`config.mk`:
```
export PLATFORM = sky130hd
export DESIGN_NAME = nv_sram_host
export DESIGN_NICKNAME = d
export VERILOG_FILES = /design/src/nv_host_pkg.sv /design/src/phase_timer_if.sv /design/src/nv_sram_host.sv /design/src/phase_timer.sv
export SDC_FILE = /design/constraint.sdc
export NUM_CORES = 1
export LEC_CHECK = 0
export BUFFER_PORTS_ARGS = -buffer_cell sky130_fd_sc_hd__buf_4
export CAP_MARGIN = 20
export CORE_ASPECT_RATIO = 1.4
export CORE_MARGIN = 1.5
export CORE_UTILIZATION = 25
export CTS_CLUSTER_DIAMETER = 40
export DETAILED_ROUTE_END_ITERATION = 8
export SLEW_MARGIN = 5
export SYNTH_ARGS = -nofsm -noshare
export SYNTH_HDL_FRONTEND = slang
export SYNTH_SLANG_ARGS = --single-unit
```
`constraint.sdc`:
```
create_clock -name i_clk_sys -period 4.2 [get_ports i_clk_sys]
set_clock_uncertainty 0.2 [all_clocks]
set_input_delay 0.63 -clock i_clk_sys [delete_from_list [all_inputs] [get_ports i_clk_sys]]
set_output_delay 0.63 -clock i_clk_sys [all_outputs]
set_load 0.1 [all_outputs]
```
`src/nv_host_pkg.sv`:
```
/*
 * Constants shared by the host-side controller of a byte-wide battery-backed
 * timekeeping SRAM: bus widths, the cell-health location and the timing figures.
 * Assumes a 200 MHz system clock. Timing figures are those of the 5 V part.
 */
`default_nettype none

package nv_host_pkg;
    // ------------------------------------------------------------------
    // Bus shape and special locations
    // ------------------------------------------------------------------
    localparam int ADDR_W = 15;
    localparam int DATA_W = 8;
    localparam int TMR_W = 8;
    localparam logic [14:0] DAY_ADDR = 15'h7ffc;
    localparam int CELL_BIT = 7;
    localparam logic CELL_RST = 1'b0;

    // ------------------------------------------------------------------
    // Timing, in ns as printed, then in clock cycles
    // ------------------------------------------------------------------
    localparam int CLK_MHZ = 200;
    localparam int WE_PULSE_NS = 50;
    localparam int CE_PULSE_NS = 60;
    localparam int DATA_LEAD_TIME_NS = 30;
    localparam int DATA_TRAIL_TIME_NS = 0;
    localparam int ADDR_HOLD_NS = 5;
    localparam int RECOVERY_GAP_NS = 5;
    localparam int WRITE_CYCLE_NS = 70;
    localparam int READ_CYCLE_NS = 70;
    localparam int OUTPUT_RELEASE_DELAY_NS = 25;

    // Least times round up; only a zero figure gives zero cycles
    localparam int WE_PULSE_CYC = (WE_PULSE_NS * CLK_MHZ + 999) / 1000;
    localparam int CE_PULSE_CYC = (CE_PULSE_NS * CLK_MHZ + 999) / 1000;
    localparam int DATA_LEAD_CYC = (DATA_LEAD_TIME_NS * CLK_MHZ + 999) / 1000;
    localparam int DATA_TRAIL_CYC = (DATA_TRAIL_TIME_NS * CLK_MHZ + 999) / 1000;
    localparam int ADDR_HOLD_CYC = (ADDR_HOLD_NS * CLK_MHZ + 999) / 1000;
    localparam int RECOVERY_GAP_CYC = (RECOVERY_GAP_NS * CLK_MHZ + 999) / 1000;
    localparam int WRITE_CYCLE_CYC = (WRITE_CYCLE_NS * CLK_MHZ + 999) / 1000;
    localparam int READ_CYCLE_CYC = (READ_CYCLE_NS * CLK_MHZ + 999) / 1000;
    localparam int RELEASE_CYC = (OUTPUT_RELEASE_DELAY_NS * CLK_MHZ + 999) / 1000;

    localparam int PULSE_A = (WE_PULSE_CYC > CE_PULSE_CYC) ? WE_PULSE_CYC : CE_PULSE_CYC;
    localparam int PULSE_CYC = (PULSE_A > DATA_LEAD_CYC) ? PULSE_A : DATA_LEAD_CYC;
    localparam int HOLD_A = (DATA_TRAIL_CYC > ADDR_HOLD_CYC) ? DATA_TRAIL_CYC : ADDR_HOLD_CYC;
    localparam int HOLD_CYC = (HOLD_A > 1) ? HOLD_A : 1;
    localparam int WC_REST = WRITE_CYCLE_CYC - PULSE_CYC - HOLD_CYC;
    localparam int WREC_A = (RECOVERY_GAP_CYC > WC_REST) ? RECOVERY_GAP_CYC : WC_REST;
    localparam int WREC_CYC = (WREC_A > 1) ? WREC_A : 1;
    localparam int RREC_A = (RECOVERY_GAP_CYC > RELEASE_CYC) ? RECOVERY_GAP_CYC : RELEASE_CYC;
    localparam int RREC_CYC = (RREC_A > 1) ? RREC_A : 1;
    localparam int READ_CYC = (READ_CYCLE_CYC > 1) ? READ_CYCLE_CYC : 1;

    // ------------------------------------------------------------------
    // Sequencer states
    // ------------------------------------------------------------------
    typedef enum logic [5:0] {
        ST_IDLE = 6'b000001,
        ST_WPULSE = 6'b000010,
        ST_WHOLD = 6'b000100,
        ST_READ = 6'b001000,
        ST_RECOVER = 6'b010000,
        ST_PFAIL = 6'b100000
    } state_t;
endpackage

`default_nettype wire

```
`src/phase_timer_if.sv`:
```
/*
 * Carrier between the sequencer and its phase timer: load strobe, length, done.
 * Assumes both ends share the system clock.
 */
`timescale 1ns/10ps
`default_nettype none

interface phase_timer_if;
    logic load;
    logic [7:0] count;
    logic done;
    modport ctl (output load, output count, input done);
    modport tmr (input load, input count, output done);
endinterface

`default_nettype wire

```
`src/nv_sram_host.sv`:
```
/*
 * Host controller for a byte-wide battery-backed timekeeping SRAM. Turns one
 * request at a time into a read or write cycle on the asynchronous pins, watches
 * the open-drain power-fail reset line and tracks the backup-cell health flag.
 * Assumes the pins are synchronous to i_clk_sys and the reset line has a pull-up.
 */
// Operation
// - Host holds address stable through write
// - Strobes inactive for recovery gap between cycles
// - Output drive high during writes
// - Reset line open-drain, board pulls up
// - Host releases all lines on power down; only the data bus is released, strobes go high, address to zero
`timescale 1ns/10ps
`default_nettype none

module nv_sram_host (
    input wire logic i_clk_sys,
    input wire logic i_reset_n,
    input wire logic i_clk_en,
    input wire logic i_req_valid,
    input wire logic i_req_write,
    input wire logic [14:0] i_req_addr,
    input wire logic [7:0] i_req_wdata,
    output logic o_req_ready,
    output logic o_rsp_valid,
    output logic o_rsp_aborted,
    output logic [7:0] o_rsp_rdata,
    output logic o_power_fail,
    output logic o_cell_exhausted,
    output logic [14:0] o_sram_addr,
    output logic [7:0] o_sram_dq_out,
    output logic o_sram_dq_oe,
    input wire logic [7:0] i_sram_dq_in,
    output logic o_sram_ce_n,
    output logic o_sram_we_n,
    output logic o_sram_oe_n,
    input wire logic i_sram_rst_n
);
    // ------------------------------------------------------------------
    // State and registers
    // ------------------------------------------------------------------
    nv_host_pkg::state_t state_q, state_d;
    logic ready_q, ready_d;
    logic rsp_valid_q, rsp_valid_d;
    logic rsp_aborted_q, rsp_aborted_d;
    logic [7:0] rdata_q, rdata_d;
    logic pf_q;
    logic cell_bad_q, cell_bad_d;
    logic [14:0] addr_q, addr_d;
    logic [7:0] dq_q, dq_d;
    logic dq_oe_q, dq_oe_d;
    logic ce_n_q, ce_n_d;
    logic we_n_q, we_n_d;
    logic oe_n_q, oe_n_d;

    phase_timer_if tif ();

    phase_timer u_timer (
        .i_clk_sys(i_clk_sys),
        .i_reset_n(i_reset_n),
        .i_clk_en(i_clk_en),
        .tif(tif.tmr)
    );

    // ------------------------------------------------------------------
    // Decoding
    // ------------------------------------------------------------------
    // Reset line is only ever sampled, never driven; the board pulls it up
    wire pf_now = !i_sram_rst_n;
    wire take = i_req_valid && ready_q && !pf_now;
    wire in_flight = (state_q == nv_host_pkg::ST_WPULSE) || (state_q == nv_host_pkg::ST_READ);
    wire day_read = (addr_q == nv_host_pkg::DAY_ADDR);

    // ------------------------------------------------------------------
    // Sequencer
    // ------------------------------------------------------------------
    always_comb begin
        state_d = state_q;
        ready_d = ready_q;
        rsp_valid_d = 1'b0;
        rsp_aborted_d = rsp_aborted_q;
        rdata_d = rdata_q;
        cell_bad_d = cell_bad_q;
        addr_d = addr_q;
        dq_d = dq_q;
        dq_oe_d = dq_oe_q;
        ce_n_d = ce_n_q;
        we_n_d = we_n_q;
        oe_n_d = oe_n_q;
        tif.load = 1'b0;
        tif.count = 8'h01;
        if (pf_now && state_q != nv_host_pkg::ST_PFAIL) begin
            // Strobes rise at once so a half-done write never lands
            ce_n_d = 1'b1;
            we_n_d = 1'b1;
            oe_n_d = 1'b1;
            dq_oe_d = 1'b0;
            addr_d = 15'h0000;
            dq_d = 8'h00;
            ready_d = 1'b0;
            rsp_valid_d = in_flight || state_q == nv_host_pkg::ST_WHOLD;
            rsp_aborted_d = in_flight;
            state_d = nv_host_pkg::ST_PFAIL;
        end else begin
            unique case (state_q)
                nv_host_pkg::ST_IDLE: begin
                    if (take) begin
                        ready_d = 1'b0;
                        rsp_aborted_d = 1'b0;
                        addr_d = i_req_addr;
                        ce_n_d = 1'b0;
                        tif.load = 1'b1;
                        if (i_req_write) begin
                            // Both strobes fall together, so the start edge is shared
                            we_n_d = 1'b0;
                            oe_n_d = 1'b1;
                            dq_d = i_req_wdata;
                            dq_oe_d = 1'b1;
                            tif.count = 8'(nv_host_pkg::PULSE_CYC);
                            state_d = nv_host_pkg::ST_WPULSE;
                        end else begin
                            we_n_d = 1'b1;
                            oe_n_d = 1'b0;
                            tif.count = 8'(nv_host_pkg::READ_CYC);
                            state_d = nv_host_pkg::ST_READ;
                        end
                    end
                end
                nv_host_pkg::ST_WPULSE: begin
                    if (tif.done) begin
                        ce_n_d = 1'b1;
                        we_n_d = 1'b1;
                        tif.load = 1'b1;
                        tif.count = 8'(nv_host_pkg::HOLD_CYC);
                        state_d = nv_host_pkg::ST_WHOLD;
                    end
                end
                nv_host_pkg::ST_WHOLD: begin
                    if (tif.done) begin
                        dq_oe_d = 1'b0;
                        rsp_valid_d = 1'b1;
                        tif.load = 1'b1;
                        tif.count = 8'(nv_host_pkg::WREC_CYC);
                        state_d = nv_host_pkg::ST_RECOVER;
                    end
                end
                nv_host_pkg::ST_READ: begin
                    if (tif.done) begin
                        rdata_d = i_sram_dq_in;
                        if (day_read) begin
                            cell_bad_d = !i_sram_dq_in[nv_host_pkg::CELL_BIT];
                        end
                        ce_n_d = 1'b1;
                        oe_n_d = 1'b1;
                        rsp_valid_d = 1'b1;
                        tif.load = 1'b1;
                        // Gap also covers the device's output release delay
                        tif.count = 8'(nv_host_pkg::RREC_CYC);
                        state_d = nv_host_pkg::ST_RECOVER;
                    end
                end
                nv_host_pkg::ST_RECOVER: begin
                    if (tif.done) begin
                        ready_d = 1'b1;
                        state_d = nv_host_pkg::ST_IDLE;
                    end
                end
                nv_host_pkg::ST_PFAIL: begin
                    // Device holds its reset low until supply is nominal again
                    if (!pf_now) begin
                        tif.load = 1'b1;
                        tif.count = 8'(nv_host_pkg::WREC_CYC);
                        state_d = nv_host_pkg::ST_RECOVER;
                    end
                end
                default: begin
                    ce_n_d = 1'b1;
                    we_n_d = 1'b1;
                    oe_n_d = 1'b1;
                    dq_oe_d = 1'b0;
                    ready_d = 1'b0;
                    tif.load = 1'b1;
                    tif.count = 8'(nv_host_pkg::WREC_CYC);
                    state_d = nv_host_pkg::ST_RECOVER;
                end
            endcase
        end
    end

    // ------------------------------------------------------------------
    // Registers
    // ------------------------------------------------------------------
    always_ff @(posedge i_clk_sys or negedge i_reset_n) begin
        if (!i_reset_n) begin
            // Start as in power fail, so a high line still leads to ready
            state_q <= nv_host_pkg::ST_PFAIL;
            ready_q <= 1'b0;
            rsp_valid_q <= 1'b0;
            rsp_aborted_q <= 1'b0;
            rdata_q <= 8'h00;
            pf_q <= 1'b0;
            cell_bad_q <= nv_host_pkg::CELL_RST;
        end else if (i_clk_en) begin
            state_q <= state_d;
            ready_q <= ready_d;
            rsp_valid_q <= rsp_valid_d;
            rsp_aborted_q <= rsp_aborted_d;
            rdata_q <= rdata_d;
            pf_q <= pf_now;
            cell_bad_q <= cell_bad_d;
        end
    end

    // Pin registers kept apart so the strobes idle high from reset
    always_ff @(posedge i_clk_sys or negedge i_reset_n) begin
        if (!i_reset_n) begin
            addr_q <= 15'h0000;
            dq_q <= 8'h00;
            dq_oe_q <= 1'b0;
            ce_n_q <= 1'b1;
            we_n_q <= 1'b1;
            oe_n_q <= 1'b1;
        end else if (i_clk_en) begin
            addr_q <= addr_d;
            dq_q <= dq_d;
            dq_oe_q <= dq_oe_d;
            ce_n_q <= ce_n_d;
            we_n_q <= we_n_d;
            oe_n_q <= oe_n_d;
        end
    end

    // ------------------------------------------------------------------
    // Outputs
    // ------------------------------------------------------------------
    assign o_req_ready = ready_q;
    assign o_rsp_valid = rsp_valid_q;
    assign o_rsp_aborted = rsp_aborted_q;
    assign o_rsp_rdata = rdata_q;
    assign o_power_fail = pf_q;
    assign o_cell_exhausted = cell_bad_q;
    assign o_sram_addr = addr_q;
    assign o_sram_dq_out = dq_q;
    assign o_sram_dq_oe = dq_oe_q;
    assign o_sram_ce_n = ce_n_q;
    assign o_sram_we_n = we_n_q;
    assign o_sram_oe_n = oe_n_q;
endmodule // nv_sram_host

`default_nettype wire

```
`src/phase_timer.sv`:
```
/*
 * Phase timer: loaded with N, raises done in the N-th cycle after the load.
 * Assumes N is at least one and that load wins over counting.
 */
`timescale 1ns/10ps
`default_nettype none

module phase_timer (
    input wire logic i_clk_sys,
    input wire logic i_reset_n,
    input wire logic i_clk_en,
    phase_timer_if.tmr tif
);
    logic [7:0] cnt_q;
    logic [7:0] cnt_d;

    assign cnt_d = tif.load ? tif.count : ((cnt_q != 8'h00) ? cnt_q - 8'h01 : 8'h00);
    assign tif.done = (cnt_q == 8'h01);

    always_ff @(posedge i_clk_sys or negedge i_reset_n) begin
        if (!i_reset_n) begin
            cnt_q <= 8'h00;
        end else if (i_clk_en) begin
            cnt_q <= cnt_d;
        end
    end
endmodule // phase_timer

`default_nettype wire

```
* Word-level counts from Yosys, hierarchy flattened
Cells that the tools add are included.
** Word-level totals
- Word-level logic and storage cells :: 118
- Output and inout port bits :: 40
- Bits in registers :: 54
- Bits of input ports :: 37
** Cells by class
- Eq/ne operators :: 23
- Mux-type cells :: 50
- Reduce and logical (&&, ||, !) cells :: 29
- Bitwise logic cells :: 1
- Add/subtract/negate cells :: 1
** Operators with widths (number)
- two-way mux 8 bit :: 7
- two-way mux 15 bit :: 3
- two-way mux 6 bit :: 6
- case mux 6 bit (5 select lines) :: 1
- AND reduction 4 bit :: 6
- two-way mux 1 bit :: 22
- OR reduction 4 bit :: 4
- == test 15 bit, second input constant :: 1
- inequality test 3 bit, second input constant :: 5
- case mux 1 bit (3 select lines) :: 5
- inequality test 2 x 1 -> 1 bit, second input constant :: 5
- AND reduction 5 bit :: 2
- == test 8 x 1 -> 1 bit, second input constant :: 1
- two-way mux 4 bit :: 2
- case mux 4 bit (2 select lines) :: 1
- nonzero test 8 bit :: 1
- subtractor 8 x 1 -> 8 bit, second input constant :: 1
- == test 6 x 1 -> 1 bit, second input constant :: 1
- == test 6 x 2 -> 1 bit, second input constant :: 1
- == test 6 x 3 -> 1 bit, second input constant :: 1
- == test 6 x 4 -> 1 bit, second input constant :: 1
- == test 6 x 5 -> 1 bit, second input constant :: 1
- == test 6 bit, second input constant :: 1
- inequality test 3 x 1 -> 1 bit, second input constant :: 2
- other kinds (14) :: 23

* Longest topological paths before layout
Gate-level depths: netlist of run 1.
- Depth after elaboration :: 6
- Gate-level depth with buffers :: 9
- Gate-level depth less buffers :: 8

* Modules after synthesis
From an unflattened synthesis of run 1, not the netlist that was laid out.
** Unflattened totals
- Cell total of the unflattened synthesis :: 287
- Area total of the unflattened synthesis :: 2810.2 um^2
** Modules (own cells, without submodules)
- nv_sram_host :: times used 1, area each 2294.7 um^2, sequential area each 1156.1 um^2, cells an instance 229
- phase_timer :: times used 1, area each 515.5 um^2, sequential area each 200.2 um^2, cells an instance 58

* Least setup slack after synthesis of run 1
Ideal clock, no wire load.
- Path type :: reg-to-reg
- From :: register ready_q, in the netlist o_req_ready
- To :: register u_timer.cnt_q[3]
- Clock period less this slack :: 2422 ps
- Data required time :: 3876 ps
- Buffers on the path :: 1
- Cell stages (with the launch flop) :: 8
- Setup time :: 124 ps
- Arrival time :: 2098 ps
- Slack :: 1778 ps
- Path through :: dfrtp_1 -> and2_1 -> and3_1 -> o21ai_1 -> a31oi_4 -> buf_6 -> nor3_1 -> a211o_1
** On the way
- Word-level cells in the longest chain between the ends :: 6
- Elaborated cells between the ends (all ways) :: 9
- Those cells by class :: 7 x mux; 2 x reduce/logical
** Ends and longest elaborated chain
- from (decl) :: RTL line nv_sram_host.sv:43 : logic ready_q, ready_d;
- from (signal assigned) :: RTL line nv_sram_host.sv:205 : ready_q <= ready_d;
- logical AND 1 bit * (2 in series) :: RTL line nv_sram_host.sv:70 : wire take = i_req_valid && ready_q && !pf_now;
- two-way mux 1 bit or two-way mux 4 bit (tied branches) :: RTL line nv_sram_host.sv:107 : if (take) begin
- case mux 1 bit (4 select lines) or case mux 4 bit (2 select lines) (tied branches) :: RTL line nv_sram_host.sv:105 : unique case (state_q)
- two-way mux 1 bit or two-way mux 8 bit (tied branches) :: RTL line nv_sram_host.sv:92 : if (pf_now && state_q != nv_host_pkg::ST_PFAIL) begin
- two-way mux 8 bit * :: RTL line phase_timer.sv:17 : assign cnt_d = tif.load ? tif.count : ((cnt_q != 8'h00) ? cnt_q - 8'h01 : 8'h00);
- to (signal assigned) :: RTL line phase_timer.sv:24 : cnt_q <= cnt_d;
- to (decl) :: RTL line phase_timer.sv:14 : logic [7:0] cnt_q;
Every way passes the cells marked *; elsewhere a longest branch is shown, timed or not.
A chain may end at the register's enable or synchronous reset.

* Final worst setup path of run 1
- From :: register state_q[4]
- To :: register state_q[1]
** On the way
- Word-level cells in the longest chain between the ends :: 4
- Elaborated cells between the ends (all ways) :: 17
- Those cells by class :: 12 x eq/ne; 2 x mux; 3 x reduce/logical
** Ends and longest elaborated chain
- from (decl) :: RTL line nv_sram_host.sv:42 : nv_host_pkg::state_t state_q, state_d;
- from (signal assigned) :: RTL line nv_sram_host.sv:196 : state_q <= nv_host_pkg::ST_PFAIL;
- from (signal assigned) :: RTL line nv_sram_host.sv:204 : state_q <= state_d;
- == test 6 x 4 -> 1 bit (tied with other cells) :: RTL line nv_sram_host.sv:105
- OR reduction 2 bit (no line) or logical AND 1 bit (tied branches)
- inequality test 3 x 1 -> 1 bit (no line) (tied with other cells)
- AND reduction 6 bit (no line) or two-way mux 6 bit (tied branches)
Parallel ways exist; a longest one is shown, timed or not.

==> impl_metrics.env, run 1 <==
export IMPL_vias_per_cell=4.97
export IMPL_finalSetupTns_ns=0
export IMPL_synth_area_per_cell_um2=11.0
export IMPL_finalMaxSlewViolations=0
export IMPL_cts_hold_buf=0
export IMPL_cts_buffer_depth=2
export IMPL_grt_max_degree=55
export IMPL_slowest_stage="dfrtp_1"
export IMPL_areaGrowthSynthToFinish_pct=30.7
export IMPL_ys_top_cells_by_count="dfrtp_1, a22o_1, nor2_1, mux2_1, nand2_1"
export IMPL_fin_util=0.336
export IMPL_power_uw=2050
export IMPL_drive_above_1_share=0.323
export IMPL_synth_top_family_by_area="compound AO/OA/AOI/OAI gates"
export IMPL_finalSetupViolations=0
export IMPL_synth_fa_ha_area_frac=0.00902
export IMPL_synth_simple_area_share=0.172
export IMPL_critPathBufInv=0
export IMPL_ios=77
export IMPL_hold_worst_slack_ns=0.166
export IMPL_rows=45
export IMPL_vias=2300
export IMPL_power_density_mw_per_mm2=564
export IMPL_maxCapViolCount=0
export IMPL_seq_area_frac_synth=0.489
export IMPL_hold_class="in -> async"
export IMPL_grt_pass1_wl_um=11500
export IMPL_fp_dieW_um=92.0
export IMPL_initial_core_util=0.257
export IMPL_grtUsageTotal=0.122
export IMPL_drc_errors=0
export IMPL_crit_type="reg -> reg"
export IMPL_cts_setup_buffers=0
export IMPL_drt_iter0_drc=98
export IMPL_antenna_found_initial=0
export IMPL_htree_levels=2
export IMPL_syn_num_nets=291
export IMPL_synthMuxAreaShare=0.0600
export IMPL_ctsResizeCount=0
export IMPL_synthCells=252
export IMPL_max_stage_delay_ns=0.67
export IMPL_antenna_cells=0
export IMPL_critPathMaxFanout=14
export IMPL_rsz0062_at_grt="false"
export IMPL_cts_num_sinks=54
export IMPL_status="finished, final reports clean"
export IMPL_synth_top_area_cell="dfrtp_1"
export IMPL_relSlewSlack=0.523
export IMPL_finalHoldViolCount=0
export IMPL_synth_warnings=0
export IMPL_synth_seq_cells=54
export IMPL_min_period_ns=2.65
export IMPL_power_leakage_uw=0.00170
export IMPL_clkLatencyLatePin_ns=0.29
export IMPL_core_mm2=0.0108
export IMPL_clk_pin_slew_worst_paths_ns=0.07
export IMPL_nets=360
export IMPL_crit_path_cell_trace="nor3_2 -> and3_1 -> nor2_2 -> o221a_1 -> mux2_1"
export IMPL_critPathArrivalTime_ns=2.62
export IMPL_gp_congestion=0.854
export IMPL_grt_remaining_overflow=0
export IMPL_grt_pass1_vias=2302
export IMPL_synthXorXnorAreaFrac=0.00631
export IMPL_cp_end_kind="flop"
export IMPL_cts_tree="built"
export IMPL_yosysMostFrequentCell="dfrtp_1"
export IMPL_fin_crit_sh=0.630
export IMPL_synth_edf_count=0
export IMPL_root_buffer="clkbuf_16"
export IMPL_synth_main_ff_cell="dfrtp_1"
export IMPL_portBuffers=76
export IMPL_synth_cell_area_mm2=0.00278
export IMPL_place_hpwl_um=5190
export IMPL_die_area_mm2=0.0118
export IMPL_start_kind="flop"
export IMPL_drtPass1Iterations=4
export IMPL_async_flop_share=1.00
export IMPL_die_h_um=128
export IMPL_drt_wirelength_per_cell_um=15.0
export IMPL_synth_compound_area_frac=0.222
export IMPL_numCtsBuffers=5
export IMPL_worstPathRequired_ns=4.17
export IMPL_fmax_mhz=378
export IMPL_peakVddDrop_uv=332
export IMPL_critical_path_top_delay_family="simple AND/OR/NAND/NOR gates"
export IMPL_ys_types=61
export IMPL_netlist_area_leader_share=0.451
export IMPL_detail_route_antenna_nets=0
export IMPL_routed_wl_um=6950
export IMPL_synth_area_leaders="dfrtp_1, a22o_1, mux2_1"
export IMPL_tightest_slew_ns=0.710
## cell families after synthesis
logic type / Yosys count
compound gates: 80
simple gates: 76
buf+inv: 23
fa+ha+maj: 2
flops: 54
mux: 15
xor+xnor: 2
## worst paths after layout
check | start | end | slack, ns | cells after the start
worst max-delay path | state_q[4] | state_q[1] | 1.55 | 5
worst min register to register | o_rsp_valid | o_rsp_valid | 0.30 | 1
worst min-delay path | i_reset_n | state_q[4] | 0.17 | 1
max in group asynchronous | i_reset_n | u_timer.cnt_q[5] | 3.16 | 1
min in group i_clk_sys | o_rsp_valid | o_rsp_valid | 0.30 | 1
worst max register to register | state_q[4] | state_q[1] | 1.55 | 5
## report_power, final
group          total, uW  leakage, uW  internal [uW]  switching, uW
Sequential           719     0.000727            595            124
Clock                494    0.0000875            300            194
Combinational        833     0.000891            298            535
## cell usage in the layout (no fill, tap or decap), types with 6 or more instances in the layout
cell	instances
o21ai_1	11
nand2_1	12
dfrtp_1	50
inv_1	6
nor2_1	16
buf_4	77
a22o_1	24
mux2_1	13
nor3_1	9
a21oi_1	9
o21ai_0	7
## routing by layer
metal,up-vias,part of all wire,GRT usage,wire length (um)
met4,0,0.027,0.0462,189
met2,67,0.51,0.210,3540
li1,1087,-,-,-
met5,-,0,0,0
met3,16,0.043,0.0261,300
met1,1130,0.42,0.149,2920
## final cells by class
| type | instances | area [um2] |
|---|---|---|
| Inverter | 7 | 26.3 |
| Timing Repair Buffer | 78 | 589 |
| Sequential cell | 54 | 1360 |
| Multi-Input combinational cell | 175 | 1300 |
| Clock buffer | 6 | 139 |
| Fill cell | 1134 | 7180 |
| Tap cell | 141 | 176 |
| Clock inverter | 2 | 38.8 |
## stage by stage
step	setup WS (ns)	area, um2	instances
floorplan	1.78	2780	252
global placement	1.47	3430	453
detailed placement	1.42	3440	454
CTS	1.40	3620	462
global route	1.38	3630	463
finish	1.55	3630	463
## sequential cells by signal, indices dropped and copies added (netlist names), 6 cells and up
signal,count
o_sram_dq_out,8
state_q,6
o_rsp_rdata,8
o_sram_addr,15
u_timer.cnt_q,8
Note: power is estimated with default switching activity, not from simulation.
==> inputs of run 2 (changes only) <==
- ABC_AREA: unset -> 1
- clock period: 4.2 -> 2.5 ns (I/O delays scaled with it)
==> impl_metrics.env, run 2 <==
export IMPL_power_density_mw_per_mm2=1200
export IMPL_drtPass1Iterations=4
export IMPL_maxCapViolCount=0
export IMPL_nets=471
export IMPL_root_buffer="clkbuf_16"
export IMPL_drc_errors=0
export IMPL_die_h_um=129
export IMPL_synth_simple_area_share=0.299
export IMPL_syn_num_nets=393
export IMPL_synth_fa_ha_area_frac=0.00889
export IMPL_grt_remaining_overflow=0
export IMPL_synth_area_leaders="dfrtp_1, nand2_1, nand3_1"
export IMPL_peakVddDrop_uv=652
export IMPL_seq_area_frac_synth=0.482
export IMPL_finalMaxSlewViolations=0
export IMPL_design_area_mm2=0.00367
export IMPL_finalSetupTns_ns=0
export IMPL_min_from="i_sram_dq_in[2]"
export IMPL_portBuffers=76
export IMPL_detail_route_antenna_nets=0
export IMPL_cts_buffer_depth=2
export IMPL_tightest_slew_ns=0.689
export IMPL_synth_top_area_cell="dfrtp_1"
export IMPL_final_cell_mix="nand2_1, buf_4, dfrtp_1"
export IMPL_drt_iter0_drc=149
export IMPL_start_kind="flop"
export IMPL_rrSetupSlack_ns=0.42
export IMPL_die_area_mm2=0.0119
export IMPL_max_stage_delay_ns=0.57
export IMPL_ys_top_cells_by_count="nand2_1, dfrtp_1, inv_1, nand3_1, nor2_1"
export IMPL_final_common_cell="nand2_1"
export IMPL_synth_compound_area_frac=0.110
export IMPL_numCtsBuffers=5
export IMPL_synth_area_per_cell_um2=7.95
export IMPL_crit_type="reg -> reg"
export IMPL_fin_util=0.336
export IMPL_antenna_cells=0
export IMPL_core_mm2=0.0109
export IMPL_grt_pass1_wl_um=11800
export IMPL_crit_path_cell_trace="inv_1 -> nor2_1 -> nand3_2 -> nand2_4 -> nand2_4 -> inv_1 -> nand3_1 -> o21ai_0"
export IMPL_synthXorXnorAreaFrac=0.0156
export IMPL_place_hpwl_um=5430
export IMPL_reg2reg_from="state_q[5]"
export IMPL_synth_seq_cells=54
export IMPL_worstPathRequired_ns=2.51
export IMPL_finalHoldViolCount=0
export IMPL_power_leakage_uw=0.00191
export IMPL_gp_congestion=0.872
export IMPL_cts_hold_buf=1
export IMPL_rsz0062_at_grt="false"
export IMPL_clk_pin_slew_worst_paths_ns=0.07
export IMPL_hold_class="in -> reg"
export IMPL_relSlewSlack=0.541
export IMPL_placedInstanceArea_mm2=0.00352
export IMPL_ys_types=35
export IMPL_htree_levels=2
export IMPL_critPathMaxFanout=16
export IMPL_slowest_stage="dfstp_2"
export IMPL_min_period_ns=2.08
export IMPL_areaGrowthSynthToFinish_pct=30.6
export IMPL_vias_per_cell=4.51
export IMPL_min_to="o_rsp_rdata[2]"
export IMPL_vias=2587
export IMPL_cp_end_kind="flop"
export IMPL_crit_start="state_q[5]"
export IMPL_synth_warnings=0
export IMPL_routed_wl_um=7130
export IMPL_async_flop_share=1.00
export IMPL_drive_above_1_share=0.273
export IMPL_cts_tree="built"
export IMPL_ctsResizeCount=0
export IMPL_fp_dieW_um=92.7
export IMPL_cts_num_sinks=54
export IMPL_rows=45
export IMPL_synthMuxAreaShare=0
export IMPL_netlist_area_leader_share=0.445
export IMPL_synth_edf_count=0
export IMPL_placedCellCount=565
export IMPL_critPathArrivalTime_ns=2.09
export IMPL_power_uw=4430
export IMPL_r2r_worst_path_cells=8
export IMPL_finalSetupViolations=0
export IMPL_reg2reg_to="o_sram_addr[11]"
export IMPL_synthCells=354
export IMPL_drt_wirelength_per_cell_um=12.4
export IMPL_worstHoldPathCells=3
export IMPL_fin_crit_sh=0.831
export IMPL_yosysMostFrequentCell="nand2_1"
export IMPL_synth_cell_area_mm2=0.00281
export IMPL_grt_pass1_vias=2523
export IMPL_grt_max_degree=55
export IMPL_synth_top_family_by_area="simple AND/OR/NAND/NOR gates"
export IMPL_largest_register_ff_count=15
export IMPL_clkLatencyLatePin_ns=0.29
export IMPL_cts_setup_buffers=0
export IMPL_status="finished, final reports clean"
export IMPL_fmax_mhz=481
export IMPL_ios=77
export IMPL_fin_cells=574
export IMPL_antenna_found_initial=0
export IMPL_initial_core_util=0.258
export IMPL_synth_main_ff_cell="dfrtp_1"
export IMPL_grtUsageTotal=0.124
run 2: cell count changes in the layout (fill, tap and decap cells not counted), moves of 8 or more:
| cell | previous run | this run |
|---|---|---|
| nand3_1 | 4 | 38 |
| nand2_1 | 12 | 93 |
| nor2_1 | 16 | 31 |
| o21ai_1 | 11 | 3 |
| a22o_1 | 24 | 0 |
| inv_1 | 6 | 43 |
| mux2_1 | 13 | 0 |
| o21ai_0 | 7 | 29 |
run 2: worst max path at each step:
stage	endpoint
2_1_floorplan	state_q[1]
3_3_place_gp	o_rsp_rdata[7]
3_5_place_dp	o_sram_addr[11]
4_1_cts	o_sram_addr[6]
5_1_grt	o_sram_addr[11]
6_report	o_sram_addr[11]
run 2: critical path: cells and delay by family (launching register included):
kind / cells / cell delay, ns
and+or+nand+nor: 5 / 0.67
DFF: 1 / 0.57
buffers and inverters: 2 / 0.44
AOI/OAI and AO/OA: 1 / 0.10
run 2: final cells by class:
type / instances / area (um2)
Sequential cell: 54 / 1360
Inverter: 48 / 180
Clock buffer: 7 / 143
Fill cell: 1165 / 7250
Tap cell: 141 / 176
Clock inverter: 1 / 5.00
Timing Repair Buffer: 79 / 596
Multi-Input combinational cell: 244 / 1220
run 2: per-layer routing:
metal	wire length, um	global-route usage	vias up
met4	115	0.0410	0
li1	-	-	1282
met2	3530	0.213	74
met5	0	0	-
met1	3080	0.153	1222
met3	400	0.0290	9
run 2: power by group:
part | internal [uW] | leakage, uW | switching (uW)
combinational | 567 | 0.00113 | 1840
clock | 398 | 0.0000739 | 304
sequential | 1120 | 0.000711 | 196
total | 2090 | 0.00191 | 2340
run 2: stage by stage:
step,setup WS (ns),hold WS [ns]
after floorplan,0.208,-0.121
after global placement,0.484,0.256
after detailed placement,0.419,0.255
after CTS,0.403,0.0763
after global routing,0.240,0.0891
final,0.422,0.0795
run 2: cell families (layout without fill, tap and decap cells):
logic type,after synthesis,after routing
XOR/XNOR,5,5
AND/OR/NAND/NOR,187,187
buffers and inverters,56,135
adder cells (fa/ha/maj),2,2
flip-flops,54,54
AO/OA/AOI/OAI,50,50
